$ cat src/include/tmr_pkg.sv
// package for the 8-bit timer register and flag block
package tmr_pkg;

  // register addresses on the internal I/O bus (data space)
  localparam logic [7:0] ADDR_COUNTER   = 8'h26;
  localparam logic [7:0] ADDR_IRQ_MASK  = 8'h6E;
  localparam logic [7:0] ADDR_CMP_A     = 8'h27;
  localparam logic [7:0] ADDR_CMP_B     = 8'h28;
  localparam logic [7:0] ADDR_IRQ_FLAG  = 8'h15;
  localparam logic [7:0] ADDR_CONTROL   = 8'h24;

  // flag and mask bit positions
  localparam int BIT_OVF   = 0;
  localparam int BIT_CMP_A = 1;
  localparam int BIT_CMP_B = 2;
  localparam logic [7:0] MASK_FIELDS = 8'h07;

  // control register fields
  localparam int CTL_MODE_LSB = 0;
  localparam int CTL_CS_LSB   = 3;
  localparam int CTL_COMA_LSB = 6;
  localparam int CTL_COMB_LSB = 8;
  localparam int CTL_FOCA     = 10;
  localparam int CTL_FOCB     = 11;

  // reset values and fixed counter points
  localparam logic [7:0] RST_BYTE     = 8'h00;
  localparam logic [7:0] COUNT_MAX    = 8'hFF;
  localparam logic [7:0] COUNT_BOTTOM = 8'h00;
  localparam logic [9:0] PRESC_RST    = 10'h000;

  typedef enum logic [2:0] {
    TMR_NORMAL   = 3'b000,
    TMR_PC_FIXED = 3'b001,
    TMR_CTC      = 3'b010,
    TMR_FAST_FIX = 3'b011,
    TMR_RSV4     = 3'b100,
    TMR_PC_VAR   = 3'b101,
    TMR_RSV6     = 3'b110,
    TMR_FAST_VAR = 3'b111
  } tmr_mode_t;

  // one access on the core's I/O bus
  typedef struct packed {
    logic       wr;
    logic       rd;
    logic [7:0] addr;
    logic [7:0] wdata;
  } tmr_bus_t;

  // per-channel compare event for the waveform unit
  typedef struct packed {
    logic       match;
    logic       force_strobe;
    logic       at_top;
    logic       up;
    logic [1:0] com;
  } tmr_wave_t;

endpackage : tmr_pkg

$ cat src/design/tmr_wave.sv
// waveform output generator for one compare channel
`timescale 1ns/1ps
module tmr_wave (
  input  wire logic             i_mclk,
  input  wire logic             i_reset,
  input  wire logic             i_ce,
  input  wire logic             i_pwm,
  input  wire logic             i_phase,
  input  wire tmr_pkg::tmr_wave_t i_ev,
  output logic                  o_wave
);
  import tmr_pkg::*;

  logic wave_q;
  logic wave_d;
  logic hit;

  assign hit = i_ev.match | i_ev.force_strobe;

  always_comb begin
    wave_d = wave_q;
    if (!i_pwm) begin
      if (hit) begin
        case (i_ev.com)
          2'b01:   wave_d = ~wave_q;
          2'b10:   wave_d = 1'b0;
          2'b11:   wave_d = 1'b1;
          default: wave_d = wave_q;
        endcase
      end
    end else if (i_ev.com[1]) begin
      if (i_phase) begin
        if (i_ev.match) begin
          wave_d = i_ev.up ? i_ev.com[0] : ~i_ev.com[0];
        end
      end else if (i_ev.match) begin
        wave_d = i_ev.com[0];
      end else if (i_ev.at_top) begin
        wave_d = ~i_ev.com[0];
      end
    end
  end

  always_ff @(posedge i_mclk or posedge i_reset) begin
    if (i_reset) begin
      wave_q <= 1'b0;
    end else if (i_ce) begin
      wave_q <= wave_d;
    end
  end

  assign o_wave = wave_q;

endmodule : tmr_wave

$ cat src/design/tmr_core.sv
// 8-bit timer/counter: counter, compare registers, mask and flag registers
//
// Overview of operation
// - counter register readable and writable at any time
// - counter write blocks next compare match
// - compare A matched continuously, drives flag/wave
// - compare B matched continuously, drives flag/wave
// - mask bits seven to three read zero
// - compare B irq needs mask2, global, flag
// - compare A irq needs mask1, global, flag
// - overflow irq needs mask0, global, flag
// - flag bit two set on B match
// - flag bit one set on A match
// - flag bit zero set on overflow
// - flags clear when matching vector executes
// - writing one clears flag, zero keeps
// - overflow point depends on waveform mode
// - forced strobe changes wave only
`timescale 1ns/1ps
module tmr_core (
  input  wire logic             i_mclk,
  input  wire logic             i_reset,
  input  wire logic             i_ce,
  input  wire tmr_pkg::tmr_bus_t i_bus,
  input  wire logic             i_ctl_wr,
  input  wire logic [11:0]      i_ctl_wdata,
  input  wire logic             i_ext_tick,
  input  wire logic             i_global_ie,
  input  wire logic [2:0]       i_vector_ack,
  output logic [7:0]            o_rdata,
  output logic [2:0]            o_irq_req,
  output logic                  o_wave_output_a,
  output logic                  o_wave_output_b
);
  import tmr_pkg::*;

  function automatic logic [7:0] ld_byte(input logic hit, input logic [7:0] d,
                                         input logic [7:0] q);
    ld_byte = hit ? d : q;
  endfunction : ld_byte

  logic [7:0]  counter_value_q, counter_value_d;
  logic [7:0]  compare_value_a_q, compare_value_b_q;
  logic [2:0]  irq_enable_mask_q;
  logic [2:0]  irq_flag_status_q, irq_flag_status_d;
  logic [7:0]  ctl_q;
  logic [9:0]  presc_q;
  logic        dir_down_q;
  logic        block_q;

  wire  tmr_mode_t wave_mode_select = tmr_mode_t'(ctl_q[CTL_MODE_LSB +: 3]);
  wire  [2:0]  clk_sel   = ctl_q[CTL_CS_LSB +: 3];
  wire  [1:0]  com_a     = ctl_q[CTL_COMA_LSB +: 2];
  logic [1:0]  com_b_q;
  tmr_wave_t   ev_a;
  tmr_wave_t   ev_b;

  wire  wr_counter = i_bus.wr && (i_bus.addr == ADDR_COUNTER);
  wire  wr_mask    = i_bus.wr && (i_bus.addr == ADDR_IRQ_MASK);
  wire  wr_cmp_a   = i_bus.wr && (i_bus.addr == ADDR_CMP_A);
  wire  wr_cmp_b   = i_bus.wr && (i_bus.addr == ADDR_CMP_B);
  wire  wr_flag    = i_bus.wr && (i_bus.addr == ADDR_IRQ_FLAG);

  // timer clock select: prescaled taps or a synchronous external tick
  wire  tick = (clk_sel == 3'd1) ? 1'b1 :
               (clk_sel == 3'd2) ? (presc_q[2:0] == 3'h7) :
               (clk_sel == 3'd3) ? (presc_q[5:0] == 6'h3F) :
               (clk_sel == 3'd4) ? (presc_q[7:0] == 8'hFF) :
               (clk_sel == 3'd5) ? (presc_q == 10'h3FF) :
               (clk_sel >= 3'd6) ? i_ext_tick : 1'b0;

  wire  is_phase = (wave_mode_select == TMR_PC_FIXED) || (wave_mode_select == TMR_PC_VAR);
  wire  is_fast  = (wave_mode_select == TMR_FAST_FIX) || (wave_mode_select == TMR_FAST_VAR);
  wire  is_pwm   = is_phase || is_fast;
  wire  var_top  = (wave_mode_select == TMR_CTC) || (wave_mode_select == TMR_PC_VAR) ||
                   (wave_mode_select == TMR_FAST_VAR);
  wire  [7:0] top_value = var_top ? compare_value_a_q : COUNT_MAX;
  wire  at_top    = (counter_value_q == top_value);
  wire  at_bottom = (counter_value_q == COUNT_BOTTOM);

  // compare matches are evaluated on each timer clock, unless blocked by a write
  wire  match_a = tick && !block_q && (counter_value_q == compare_value_a_q);
  wire  match_b = tick && !block_q && (counter_value_q == compare_value_b_q);

  // overflow point follows the waveform mode
  wire  ovf_evt = tick && (is_phase ? (at_bottom && dir_down_q) :
                  (wave_mode_select == TMR_FAST_VAR) ? at_top :
                  (counter_value_q == COUNT_MAX));

  // forced compares only act in non-PWM modes and bypass flags and CTC clear
  wire  foc_a = i_ctl_wr && i_ctl_wdata[CTL_FOCA] && !is_pwm;
  wire  foc_b = i_ctl_wr && i_ctl_wdata[CTL_FOCB] && !is_pwm;

  always_comb begin
    counter_value_d = counter_value_q;
    if (wr_counter) begin
      counter_value_d = i_bus.wdata;
    end else if (tick) begin
      if (is_phase) begin
        // turn around on the tick that sees top, so top is never overshot
        counter_value_d = (at_top || (dir_down_q && !at_bottom)) ? counter_value_q - 8'h01 :
                          counter_value_q + 8'h01;
      end else if (at_top && var_top) begin
        counter_value_d = COUNT_BOTTOM;
      end else begin
        counter_value_d = counter_value_q + 8'h01;
      end
    end
  end

  wire  [2:0] hw_set = {match_b, match_a, ovf_evt};
  wire  [2:0] sw_clr = wr_flag ? i_bus.wdata[2:0] : 3'b000;

  always_comb begin
    // set is applied last so a coincident event survives any clear
    irq_flag_status_d = (irq_flag_status_q & ~sw_clr & ~i_vector_ack) | hw_set;
  end

  always_ff @(posedge i_mclk or posedge i_reset) begin
    if (i_reset) begin
      counter_value_q <= RST_BYTE;
      presc_q         <= PRESC_RST;
      block_q         <= 1'b0;
      dir_down_q      <= 1'b0;
    end else if (i_ce) begin
      counter_value_q <= counter_value_d;
      presc_q         <= presc_q + 10'h001;
      // the block lasts until the next timer clock has been seen
      block_q         <= wr_counter ? 1'b1 : (tick ? 1'b0 : block_q);
      if (!is_phase) begin
        dir_down_q <= 1'b0;
      end else if (tick && at_top) begin
        dir_down_q <= 1'b1;
      end else if (tick && at_bottom) begin
        dir_down_q <= 1'b0;
      end
    end
  end

  always_ff @(posedge i_mclk or posedge i_reset) begin
    if (i_reset) begin
      compare_value_a_q <= RST_BYTE;
      compare_value_b_q <= RST_BYTE;
      irq_enable_mask_q <= 3'b000;
      irq_flag_status_q <= 3'b000;
      ctl_q             <= RST_BYTE;
      com_b_q           <= 2'b00;
    end else if (i_ce) begin
      compare_value_a_q <= ld_byte(wr_cmp_a, i_bus.wdata, compare_value_a_q);
      compare_value_b_q <= ld_byte(wr_cmp_b, i_bus.wdata, compare_value_b_q);
      if (wr_mask) begin
        irq_enable_mask_q <= i_bus.wdata[2:0];
      end
      irq_flag_status_q <= irq_flag_status_d;
      ctl_q             <= ld_byte(i_ctl_wr, i_ctl_wdata[7:0], ctl_q);
      if (i_ctl_wr) begin
        com_b_q <= i_ctl_wdata[CTL_COMB_LSB +: 2];
      end
    end
  end

  // interrupt request needs enable, global enable and flag together
  assign o_irq_req[BIT_CMP_B] = irq_enable_mask_q[BIT_CMP_B] & i_global_ie &
                                irq_flag_status_q[BIT_CMP_B];
  assign o_irq_req[BIT_CMP_A] = irq_enable_mask_q[BIT_CMP_A] & i_global_ie &
                                irq_flag_status_q[BIT_CMP_A];
  assign o_irq_req[BIT_OVF]   = irq_enable_mask_q[BIT_OVF] & i_global_ie &
                                irq_flag_status_q[BIT_OVF];

  // read mux: combinational, reserved bits zero, unmapped reads zero
  always_comb begin
    o_rdata = 8'h00;
    if (i_bus.rd) begin
      case (i_bus.addr)
        ADDR_COUNTER:  o_rdata = counter_value_q;
        ADDR_CMP_A:    o_rdata = compare_value_a_q;
        ADDR_CMP_B:    o_rdata = compare_value_b_q;
        ADDR_IRQ_MASK: o_rdata = {5'b00000, irq_enable_mask_q};
        ADDR_IRQ_FLAG: o_rdata = {5'b00000, irq_flag_status_q};
        default:       o_rdata = 8'h00;
      endcase
    end
  end

  // compare events handed to the two waveform units
  assign ev_a = '{match: match_a, force_strobe: foc_a, at_top: tick && at_top,
                  up: !dir_down_q, com: com_a};
  assign ev_b = '{match: match_b, force_strobe: foc_b, at_top: tick && at_top,
                  up: !dir_down_q, com: com_b_q};

  tmr_wave u_wave_a (
    .i_mclk  (i_mclk),
    .i_reset (i_reset),
    .i_ce    (i_ce),
    .i_pwm   (is_pwm),
    .i_phase (is_phase),
    .i_ev    (ev_a),
    .o_wave  (o_wave_output_a)
  );

  tmr_wave u_wave_b (
    .i_mclk  (i_mclk),
    .i_reset (i_reset),
    .i_ce    (i_ce),
    .i_pwm   (is_pwm),
    .i_phase (is_phase),
    .i_ev    (ev_b),
    .o_wave  (o_wave_output_b)
  );

endmodule : tmr_core

$ cat config.mk
export PLATFORM = sky130hd
export DESIGN_NAME = tmr_core
export DESIGN_NICKNAME = d
export VERILOG_FILES = /design/src/include/tmr_pkg.sv /design/src/design/tmr_wave.sv /design/src/design/tmr_core.sv
export SDC_FILE = /design/constraint.sdc
export NUM_CORES = 1
export LEC_CHECK = 0
export BUFFER_PORTS_ARGS = -buffer_cell sky130_fd_sc_hd__buf_2
export CAP_MARGIN = 20
export CELL_PAD_IN_SITES_DETAIL_PLACEMENT = 1
export CELL_PAD_IN_SITES_GLOBAL_PLACEMENT = 2
export CORE_ASPECT_RATIO = 1.2
export CORE_MARGIN = 2
export CORE_UTILIZATION = 36
export DETAILED_ROUTE_END_ITERATION = 10
export GPL_TIMING_DRIVEN = 0
export PLACE_DENSITY_LB_ADDON = 0.1
export RECOVER_POWER = 25
export SETUP_SLACK_MARGIN = 0.15
export SKIP_LAST_GASP = 1
export SLEW_MARGIN = 10
export SYNTH_ARGS = -nofsm -noshare
export SYNTH_HDL_FRONTEND = slang
export SYNTH_SLANG_ARGS = --single-unit
$ cat constraint.sdc
create_clock -name i_mclk -period 2.7 [get_ports i_mclk]
set_input_delay 0.27 -clock i_mclk [delete_from_list [all_inputs] [get_ports i_mclk]]
set_output_delay 0.27 -clock i_mclk [all_outputs]
set_load 0.05 [all_outputs]
==> results of run 1 <==
==> cells by family after synthesis <==
kind of cell               synth area share
and+or+nand+nor                      0.2117
AOI/OAI and AO/OA                    0.1794
DFF                                  0.3747
muxes                                0.1273
buffers and inverters               0.03400
xor gates and xnor gates            0.04858
adders and majority gates           0.02429
==> per-stage QoR <==
step / area (um^2) / worst slack, ps / power, mW / hold slack, ps / utilization
after floorplan: 3606 / 352.1 / 1.759 / 403.5 / -
after global placement: 4014 / 39.31 / 2.034 / 463.8 / 0.4071
after detailed placement: 4034 / 29.27 / 2.062 / 297.1 / 0.4091
after CTS: 4233 / 154.6 / 2.782 / 184.1 / 0.4293
after global routing: 4358 / 142.0 / 3.010 / 192.8 / 0.4420
final: 4358 / 234.1 / 2.828 / 186.9 / 0.4420
==> where the power goes <==
part	switching, mW	internal [mW]
clock	0.340	0.355
sequential	0.146	0.942
combinational	0.613	0.432
total	1.10	1.73
==> critical path: cells and delay by family (launching register included) <==
kind	cells	cell delay [ps]
AO/OA/AOI/OAI	2	690
flip-flops	1	430
multiplexers	1	340
AND/OR/NAND/NOR	3	680
buffers and inverters	1	190
==> path summary, 6_finish.rpt <==
check | end | cells after the start | from | slack [ps]
min in group asynchronous | presc_q[0] | 3 | i_reset | 620
max | u_wave_a.o_wave | 7 | compare_value_a_q[4] | 230
max reg2reg | u_wave_a.o_wave | 7 | compare_value_a_q[4] | 230
min | ctl_q[3] | 2 | i_ctl_wdata[3] | 190
min reg2reg | presc_q[9] | 1 | presc_q[9] | 470
max in group asynchronous | counter_value_q[5] | 4 | i_reset | 700
==> cells in the final DEF, fill, tap and decap left out, types with 3 or more instances in the layout <==
cell,n
dfrtp_1,54
buf_2,51
mux2_2,34
nand2_1,28
nor2_1,24
a21oi_1,15
o21ai_0,14
nand3_1,13
and3_1,12
xor2_1,12
buf_4,10
inv_1,9
nand4_1,9
nand2b_1,8
xnor2_1,8
clkbuf_1,6
nor3_1,6
nor2b_1,6
a222oi_1,6
ha_1,5
clkbuf_16,5
mux2i_1,4
a22oi_1,4
nor4b_4,3
nor4_1,3
a21boi_0,3
a31oi_1,3
==> flip-flops by register name, indices dropped and copies added (netlist names) <==
name,cells
compare_value_b_q,8
u_wave_b.o_wave,1
presc_q,10
irq_flag_status_q,3
ctl_q,8
com_b_q,2
irq_enable_mask_q,3
counter_value_q,8
compare_value_a_q,8
u_wave_a.o_wave,1
dir_down_q,1
block_q,1
==> repair_timing <==
item / in CTS / in global routing
hold buffers: 1 / 0
gates resized for setup: 6 / 20
buffers inserted: 1 / 6
endpoints found under the hold margin: 18 / 0
endpoints found under the setup margin: 4 / 16
pin swaps: 1 / 7
==> routing by layer <==
layer,GRT usage,vias to the layer above,share of wire
met2,0.3840,41,0.53
met4,0.07246,0,0.021
met5,0,-,0
met1,0.2542,1615,0.43
met3,0.02510,11,0.020
li1,-,1491,-
==> synth_stat cells, types with 6 or more instances <==
library cell  count  share of area
a222oi_1          6          0.017
and3_1           12          0.021
ha_1              7          0.024
inv_1            11          0.011
dfrtp_1          54           0.37
nand2b_1          8          0.014
mux2_2           34           0.11
nor2b_1           7          0.012
o21ai_0          14          0.019
nor2_1           24          0.025
xnor2_1           8          0.019
nor3_1            6         0.0083
nand4_1           9          0.016
xor2_1           12          0.029
clkbuf_1          6         0.0062
nand2_1          28          0.029
nand3_1          13          0.018
a21oi_1          15          0.021
==> final cells by class <==
cell class / count / share of cell area
Multi-Input combinational cell: 284 / 0.5142
Tap cell: 126 / 0.03618
Sequential cell: 54 / 0.3101
Clock buffer: 5 / 0.02871
Clock inverter: 3 / 0.006604
Timing Repair Buffer: 59 / 0.07264
Buffer: 15 / 0.01981
Inverter: 12 / 0.01177
==> summary.md, run 1 <==
| Metric | Value |
|---|---|
| Area grow syn2layout | `20.85%` |
| Dpl cells | `between 500 and 600` |
| I/O Buffers | `50` |
| Slowest-stage cell, CP | `dfrtp_1` |
| # DRC | `0` |
| Worst Setup Start Kind | `flip-flop` |
| Die H | `between 100 and 150 um` |
| Starting DRT DRC Count | `130` |
| Slew margin rel. | `0.3713` |
| First-pass GRT wire length | `approximately 18 mm` |
| GR Overflow Total | `0` |
| Clock latency on the worst-skew pair | `roughly 310 ps` |
| Slew Viols, Final | `0` |
| Via density per instance | `5.659` |
| Final nets | `477` |
| Maxcap violations | `0` |
| Final HPWL DP | `8.284 mm` |
| CTS H-Tree Depth | `2` |
| Vias in the first global route | `3351` |
| Min-delay worst type | `primary input to flip-flop` |
| Routed WL per cell | `slightly below 20 um` |
| Status | `complete, no violations` |
| Peak Freq | `0.4055 GHz` |
| Core area | `between 0.009 and 0.01 mm^2` |
| Die ar. | `0.01084 mm^2` |
| Maximum vdd drop | `0.3601 mV` |
| Synth Instances | `365` |
| EDFF count, synth | `0` |
| Filler Cell Count | `1130` |
| CTS tree | `yes` |
| Final Skew | `about 7.7 ps` |
| DR pass1 iterations | `4` |
| Antenna violations before repair | `0` |
| Crit path required time | `2890 ps` |
| Synth cell types | `71` |
| Tmin final | `2466 ps` |
| Crit-path cells | `nor2b_1 > a2111oi_4 > nand4_1 > buf_4 > or3_4 > a311oi_2 > mux2_1` |
| RSZ-0062 raised after global routing | `no` |
| Power Density | `roughly 650 mW/mm^2` |
| Final period util | `0.9133` |
| Register area share after synthesis | `0.3747` |
| Register area | `about 0.0014 mm^2` |
| Worst Tran Pin Value | `943.1 ps` |
| Die width | `95.36 um` |
| Finished Layout Cells | `558` |
| CP max stage delay | `430 ps` |
| Yosys warns | `0` |
| Mapped Area | `0.003606 mm^2` |
| Layout cell share with drive strength beyond 1 | `0.3310` |
| Avg Inst Size Synth | `9.879 um^2` |
| Via Count | `3158` |
| Largest fanout on the critical path | `4` |
| Clock Path Buffers | `2` |
| CTS root buf | `clkbuf_16` |
| Net Count, Synth | `411` |
| Tot GR Track Use | `0.2115` |
| Multi-input logic area | `roughly 0.0022 mm^2` |
| Ports | `between 50 and 60` |
| Ys async rst share | `1.000` |
| Critical Path End Type | `flip-flop` |
| Crit Path Class | `flip-flop to flip-flop` |
| Crit path DAT | `2650 ps` |
| Clk pin slew, worst setup/hold paths | `80 ps` |
| Routed WL | `10.89 mm` |
| Final count of negative-setup-slack endpoints | `0` |
| Antenna viol nets, final | `0` |
| P_leak | `1.964 nW` |
| GPL Wtd Cong | `0.7958` |
| #FFs+latches synth | `54` |
| Largest net degree at the start of global routing | `37` |
| Antenna diodes | `0` |
| Final hold violation count | `0` |
| Sink Count | `54` |
| Setup TNS | `0 ps` |
| Total CTS buffers | `5` |
| Synth Flop Type | `dfrtp_1` |
| Initial Util | `0.3657` |
| Row Count | `40` |
Power figures use the tool's default switching activity.
==> run 2: changes to the inputs <==
Settings changed: CORE_MARGIN 2 to default.
==> run 2 against run 1 <==
  * Global-route usage grew 0.60 points
  * Core utilization increased by 1.6 points
  * Via count up 2.3%
  * Design area grew 1.0%
  * Largest cell class unchanged
  * Sequential share of layout area fell by 0.31 points
  * Worst hold slack improved by 8.4 ps
  * First-iteration DRC count decreased by 8.5%
  * Register-to-register slack got worse by 30 ps
  * Wire length is 0.78% higher
  * Critical endpoint is now counter_value_q[2]
==> summary.md, run 2 (same netlist as run 1, synthesis figures left out) <==
| Metric | Value |
|---|---|
| Filler Cell Count | `1098 (-2.8%)` |
| Worst Setup Start Kind | `flip-flop` |
| Crit path DAT | `2690 ps (+40 ps)` |
| Worst Tran Pin Value | `924.1 ps (-18.96 ps)` |
| Die width | `93.36 um (-2.1%)` |
| Routed WL per cell | `19.49 um (-0.11%)` |
| Antenna diodes | `0 (unchanged)` |
| Via density per instance | `5.739 (+1.4%)` |
| Final Skew | `6.884 ps (-0.8656 ps)` |
| R2R setup slack | `200 ps (-30 ps)` |
| # DRC | `0 (unchanged)` |
| Layout cell share with drive strength beyond 1 | `0.3409 (+0.009891)` |
| Tot GR Track Use | `0.2175 (+0.006011)` |
| Max reg flops | `10 (unchanged)` |
| Clock Path Buffers | `2 (unchanged)` |
| Clock latency on the worst-skew pair | `300 ps (about the same)` |
| Sink Count | `54 (unchanged)` |
| Register area | `0.001351 mm^2 (unchanged)` |
| Min-delay worst type | `primary input to flip-flop` |
| Worst Path Buf+Inv | `3 (+2)` |
| Dpl ws | `-32.84 ps (-62.11 ps)` |
| Peak Freq | `0.4006 GHz (-1.2%)` |
| Crit-path cells | `buf_6 > clkinvlp_4 > ha_1 > nor4b_4 > a21boi_2 > buf_4 > a21o_2 > nand2_4 > mux2_4 > a21o_1 > a221oi_2` |
| Via Count | `3231 (+2.3%)` |
| Setup WS post-layout | `203.8 ps (-30.23 ps)` |
| Total CTS buffers | `5 (unchanged)` |
| Final nets | `485 (+1.7%)` |
| Largest net degree at the start of global routing | `35 (-5.4%)` |
| Biggest register | `presc_q` |
| First-pass GRT wire length | `17.44 mm (-0.47%)` |
| Final hold violation count | `0 (unchanged)` |
| Ports | `52 (unchanged)` |
| Worst Setup SP | `counter_value_q[1]` |
| Multi-input logic area | `0.002226 mm^2 (-0.67%)` |
| R2R cell count | `11 (+4)` |
| Final HPWL DP | `8.260 mm (-0.29%)` |
| Maximum vdd drop | `0.3629 mV (+0.77%)` |
| Area grow syn2layout | `22.07%` |
| Die ar. | `0.01042 mm^2 (-3.8%)` |
| Commonest non-fill, non-tap cell in the layout | `dfrtp_1` |
| GR Overflow Total | `0 (unchanged)` |
| Maxcap violations | `0 (unchanged)` |
| Critical Path End Type | `flip-flop` |
| CTS tree | `yes` |
| Final period util | `0.9245 (+0.01120)` |
| Final count of negative-setup-slack endpoints | `0 (unchanged)` |
| RSZ-0062 raised after global routing | `no` |
| Hold Startpoint | `i_ctl_wdata[1]` |
| Antenna violations before repair | `0 (unchanged)` |
| Hold_ws | `195.3 ps (+8.377 ps)` |
| DR pass1 iterations | `4 (unchanged)` |
| Crit path required time | `2890 ps (about the same)` |
| GPL Wtd Cong | `0.7904 (-0.68%)` |
| Vias in the first global route | `3294 (-1.7%)` |
| Most frequent cells in the layout | `dfrtp_1, buf_2, mux2_2` |
| Slew Viols, Final | `0 (unchanged)` |
| Clk pin slew, worst setup/hold paths | `80 ps (about the same)` |
| Die H | `111.6 um (-1.8%)` |
| Reg2reg end | `counter_value_q[2]` |
| CP Depth | `11 (+4)` |
| Row Count | `39 (-2.5%)` |
| Core area | `0.009613 mm^2 (-2.5%)` |
| Slowest-stage cell, CP | `dfrtp_1` |
| P_leak | `2.000 nW (+1.8%)` |
| CTS H-Tree Depth | `2 (unchanged)` |
| Slew margin rel. | `0.3839 (+0.01264)` |
| I/O Buffers | `50 (unchanged)` |
| Initial Util | `0.3751 (+0.009378)` |
| CTS root buf | `clkbuf_16` |
| Crit Path Class | `flip-flop to flip-flop` |
| Tmin final | `2496 ps (+30.23 ps)` |
| CP Capture Point | `counter_value_q[2]` |
| Final non-filler cell area | `0.004402 mm^2 (+1.0%)` |
| Largest fanout on the critical path | `6 (+2)` |
| Post-Place Cell Area | `0.004030 mm^2 (about the same)` |
| Starting DRT DRC Count | `119 (-8.5%)` |
| Power Density | `669.0 mW/mm^2 (+3.1%)` |
| Worst r2r src | `counter_value_q[1]` |
| Antenna viol nets, final | `0 (unchanged)` |
| CP max stage delay | `400 ps (-30 ps)` |
| Routed WL | `10.97 mm (+0.78%)` |
| Top delay family on crit path | `compound AO/OA/AOI/OAI gates` |
| Status | `complete, no violations` |
==> run 2: worst register-to-register path, stage by stage (launching register included) <==
cell and delay, ps:
dfrtp_1 400, buf_6 140, clkinvlp_4 70, ha_1 150
nor4b_4 260, a21boi_2 110, buf_4 170, a21o_2 220
nand2_4 90, mux2_4 310, a21o_1 180, a221oi_2 280
==> run 2: layout make-up <==
| class | count | area share |
|---|---|---|
| well taps | 123 | 0.03496 |
| clock buffers | 5 | 0.02843 |
| clock inverters | 3 | 0.006538 |
| inverters | 12 | 0.01194 |
| repair buffers | 67 | 0.08584 |
| flip-flops and latches | 54 | 0.3070 |
| multi-input cells | 284 | 0.5057 |
| plain buffers | 15 | 0.01961 |
==> run 2: worst min-delay path by stage <==
stage	end	slack (ps)	cells past startpoint
2_1_floorplan	counter_value_q[5]	400	2
3_3_place_gp	presc_q[4]	460	1
3_5_place_dp	presc_q[1]	320	2
4_1_cts	ctl_q[1]	190	2
5_1_grt	ctl_q[6]	200	2
6_report	ctl_q[1]	200	2
==> run 2: timing repair <==
| item | CTS | global route |
|---|---|---|
| hold endpoints to repair | 11 | 0 |
| setup endpoints to repair | 7 | 7 |
| hold buffers | 1 | 0 |
| setup buffers | 3 | 12 |
| pin swaps | 2 | 5 |
| gates resized for setup | 8 | 14 |
==> run 2: per-layer routing <==
metal  vias up  GRT usage  wire [um]
li1       1506          -          -
met1      1641     0.2745       4570
met2        66     0.3838       5742
met3        18    0.01913        381
met4         0    0.07692        277
met5         -          0          0
==> run 2: stage by stage <==
stage	utilization	total power, mW	setup TNS (ps)	instances
after detailed placement	0.4192	2.064	-34.95	539
after CTS	0.4433	2.810	0	551
final	0.4579	2.945	0	563
after global placement	0.4172	2.030	0	538
after floorplan	-	1.759	0	365
after global routing	0.4579	3.126	0	563
==> run 2: report_power, final <==
group | internal, mW | leakage (nW) | switching (mW)
Sequential | 0.942 | 0.698 | 0.144
Combinational | 0.514 | 1.23 | 0.655
Clock | 0.357 | 0.0763 | 0.333
==> run 3: changes to the inputs <==
Settings changed: BUFFER_PORTS_ARGS -buffer_cell sky130_fd_sc_hd__buf_2 to default, CORE_UTILIZATION 36 to 40, DONT_BUFFER_PORTS from default to 1, MAX_ROUTING_LAYER from default to met4.
==> run 3 against run 2 <==
  * The run now ends with negative setup slack left
  * Largest power group is now registers
  * Setup slack got worse by 220 ps
  * Power decreased by 11%
  * Non-clock buffer count decreased by 54
  * Sequential power increased by 5%
  * Clock power decreased by 27%
  * Critical path depth decreased by 7
  * Clock-buffer cell count unchanged
  * Largest cell class unchanged
  * First-iteration DRC count increased by 33%
  * Register-to-register slack improved by 50 ps
==> summary.md, run 3 (same netlist as run 1, synthesis figures left out) <==
| Metric | Value |
|---|---|
| Row Count | `37 (-5.1%)` |
| Core area | `0.008657 mm^2 (-9.9%)` |
| Antenna diodes | `0 (unchanged)` |
| Layout cell share with drive strength beyond 1 | `0.2461 (-0.09480)` |
| Ports | `52 (unchanged)` |
| Most frequent cells in the layout | `dfrtp_1, mux2_2, nand2_1` |
| Largest fanout on the critical path | `8 (+2)` |
| Tot Pwr | `2.632 mW (-11%)` |
| GR met1 Demand/Resource | `0.2841 (+0.009612)` |
| GPL Wtd Cong | `0.8423 (+6.6%)` |
| Worst Path Buf+Inv | `0 (-3)` |
| Antenna violations before repair | `0 (unchanged)` |
| Dpl ws | `-6.430 ps (+26.41 ps)` |
| Critical Path End Type | `primary output` |
| Final Skew | `7.352 ps (+0.4674 ps)` |
| Tot GR Track Use | `0.2377 (+0.02021)` |
| Worst r2r src | `counter_value_q[0]` |
| Total CTS buffers | `5 (unchanged)` |
| I/O Buffers | `0 (-100%)` |
| Global routing usage on met2 | `0.4016 (+0.01782)` |
| Slowest-stage cell, CP | `a21oi_1` |
| Dpl cells | `483 (-10%)` |
| Switch share | `0.4001 (+0.01571)` |
| Crit-path cells | `nor4b_2 > nor4b_2 > o41ai_2 > a21oi_1` |
| Min-delay worst type | `primary input to flip-flop` |
| Crit path required time | `2430 ps (-460 ps)` |
| Via Count | `2974 (-8.0%)` |
| Clk pin slew, worst setup/hold paths | `110 ps (+30 ps)` |
| Finished Layout Cells | `503 (-11%)` |
| Worst Setup Start Kind | `primary input` |
| Crit path DAT | `2440 ps (-250 ps)` |
| RSZ-0062 raised after global routing | `yes` |
| Antenna viol nets, final | `0 (unchanged)` |
| Via density per instance | `5.913 (+3.0%)` |
| Clock latency on the worst-skew pair | `320 ps (+20 ps)` |
| Die width | `88.68 um (-5.0%)` |
| Most used routing layer in global routing | `met2` |
| Die ar. | `0.009400 mm^2 (-9.8%)` |
| Failing checks | `negative setup slack` |
| Routed WL | `10.29 mm (-6.2%)` |
| First-pass GRT wire length | `16.44 mm (-5.7%)` |
| P_leak | `1.735 nW (-13%)` |
| Sink Count | `54 (unchanged)` |
| Final HPWL DP | `7.921 mm (-4.1%)` |
| Final count of negative-setup-slack endpoints | `2 (+2)` |
| CTS H-Tree Depth | `2 (unchanged)` |
| Slew Viols, Final | `0 (unchanged)` |
| Final hold violation count | `0 (unchanged)` |
| P_int | `1.579 mW (-13%)` |
| Maximum vdd drop | `0.3534 mV (-2.6%)` |
| Worst Tran Pin Value | `1070 ps (+146.3 ps)` |
| Crit Path Class | `primary input to primary output` |
| Largest net degree at the start of global routing | `37 (+5.7%)` |
| DR pass1 iterations | `4 (unchanged)` |
| Vias in the first global route | `3062 (-7.0%)` |
| Routed WL per cell | `20.45 um (+4.9%)` |
| Status | `complete, but fails checks` |
| Commonest non-fill, non-tap cell in the layout | `dfrtp_1` |
| Most frequent CP cell | `nor4b_2` |
| CTS root buf | `clkbuf_8` |
| GR Overflow Total | `0 (unchanged)` |
| Slew margin rel. | `0.2887 (-0.09528)` |
| Hold_ws | `85.98 ps (-109.3 ps)` |
| Final nets | `431 (-11%)` |
| Setup TNS | `-25.67 ps (-25.67 ps)` |
| Max reg flops | `10 (unchanged)` |
| Combinational share of power | `0.376 (-0.021)` |
| Final period util | `1.005 (+0.08098)` |
| Sequential power share | `0.432 (+0.063)` |
| CP max stage delay | `880 ps (+480 ps)` |
| Die H | `106.0 um (-5.0%)` |
| Power Density | `653.7 mW/mm^2 (-2.3%)` |
| Clock share of power | `0.192 (-0.042)` |
| Area grow syn2layout | `11.66%` |
| Top delay family on crit path | `compound AO/OA/AOI/OAI gates` |
| Clock Path Buffers | `2 (unchanged)` |
| Maxcap violations | `0 (unchanged)` |
| Biggest register | `presc_q` |
| Tmin final | `2715 ps (+218.6 ps)` |
| Met3 Use GR | `0.03494 (+0.01581)` |
| Setup WS post-layout | `-14.80 ps (-218.6 ps)` |
| # DRC | `0 (unchanged)` |
| CTS tree | `yes` |
| Hold Startpoint | `i_bus[5]` |
| Starting DRT DRC Count | `158 (+33%)` |
| Worst Setup SP | `i_bus[11]` |
| Initial Util | `0.4165 (+0.04142)` |
| P_sw | `1.053 mW (-7.0%)` |
| Peak Freq | `0.3684 GHz (-8.1%)` |
[run 3: layer usage]
metal	vias up	wire length, um
li1	1397	-
met1	1494	4310
met2	66	5362
met3	17	338
met4	0	276
met5	-	0
[run 3: cell type report]
cell class / instances / area, um^2
plain buffers: 15 / 86.33
clock buffers: 5 / 68.82
clock inverters: 3 / 28.78
fillers: 1000 / 4631
inverters: 12 / 51.30
multi-input cells: 284 / 2196
flip-flops and latches: 54 / 1351
well taps: 117 / 146.4
repair buffers: 13 / 97.59
[run 3: repair_timing]
action | CTS | global route
setup buffers | 1 | 10
endpoints found under the hold margin | 18 | 0
resized for setup | 5 | 15
hold buffers | 1 | 0
endpoints found under the setup margin | 12 | 14
pin swaps | 1 | 5
[run 3: per-stage QoR]
step / util / area, um^2
floorplan: - / 3606
global route: 0.4651 / 4026
finish: 0.4651 / 4026
global placement: 0.4334 / 3752
CTS: 0.4512 / 3906
detailed placement: 0.4358 / 3772
[run 3: worst paths after layout]
check / to / slack (ps) / cells past startpoint
setup / recovery: o_rdata[1] / -10 / 4
hold / removal: counter_value_q[5] / 90 / 2
setup reg to reg: counter_value_q[6] / 250 / 10
hold reg to reg: presc_q[4] / 490 / 1
max in group asynchronous: compare_value_a_q[3] / 820 / 3
min in group asynchronous: presc_q[0] / 510 / 2
[run 3: power by group through the flow]
| stage | Clock (mW) | Combinational (mW) | Sequential [mW] |
|---|---|---|---|
| 2_1_floorplan | 0 | 0.649 | 1.11 |
| 3_3_place_gp | 0 | 0.829 | 1.15 |
| 3_5_place_dp | 0 | 0.856 | 1.15 |
| 4_1_cts | 0.519 | 0.876 | 1.13 |
| 5_1_grt | 0.553 | 1.09 | 1.16 |
| 6_report | 0.507 | 0.988 | 1.14 |
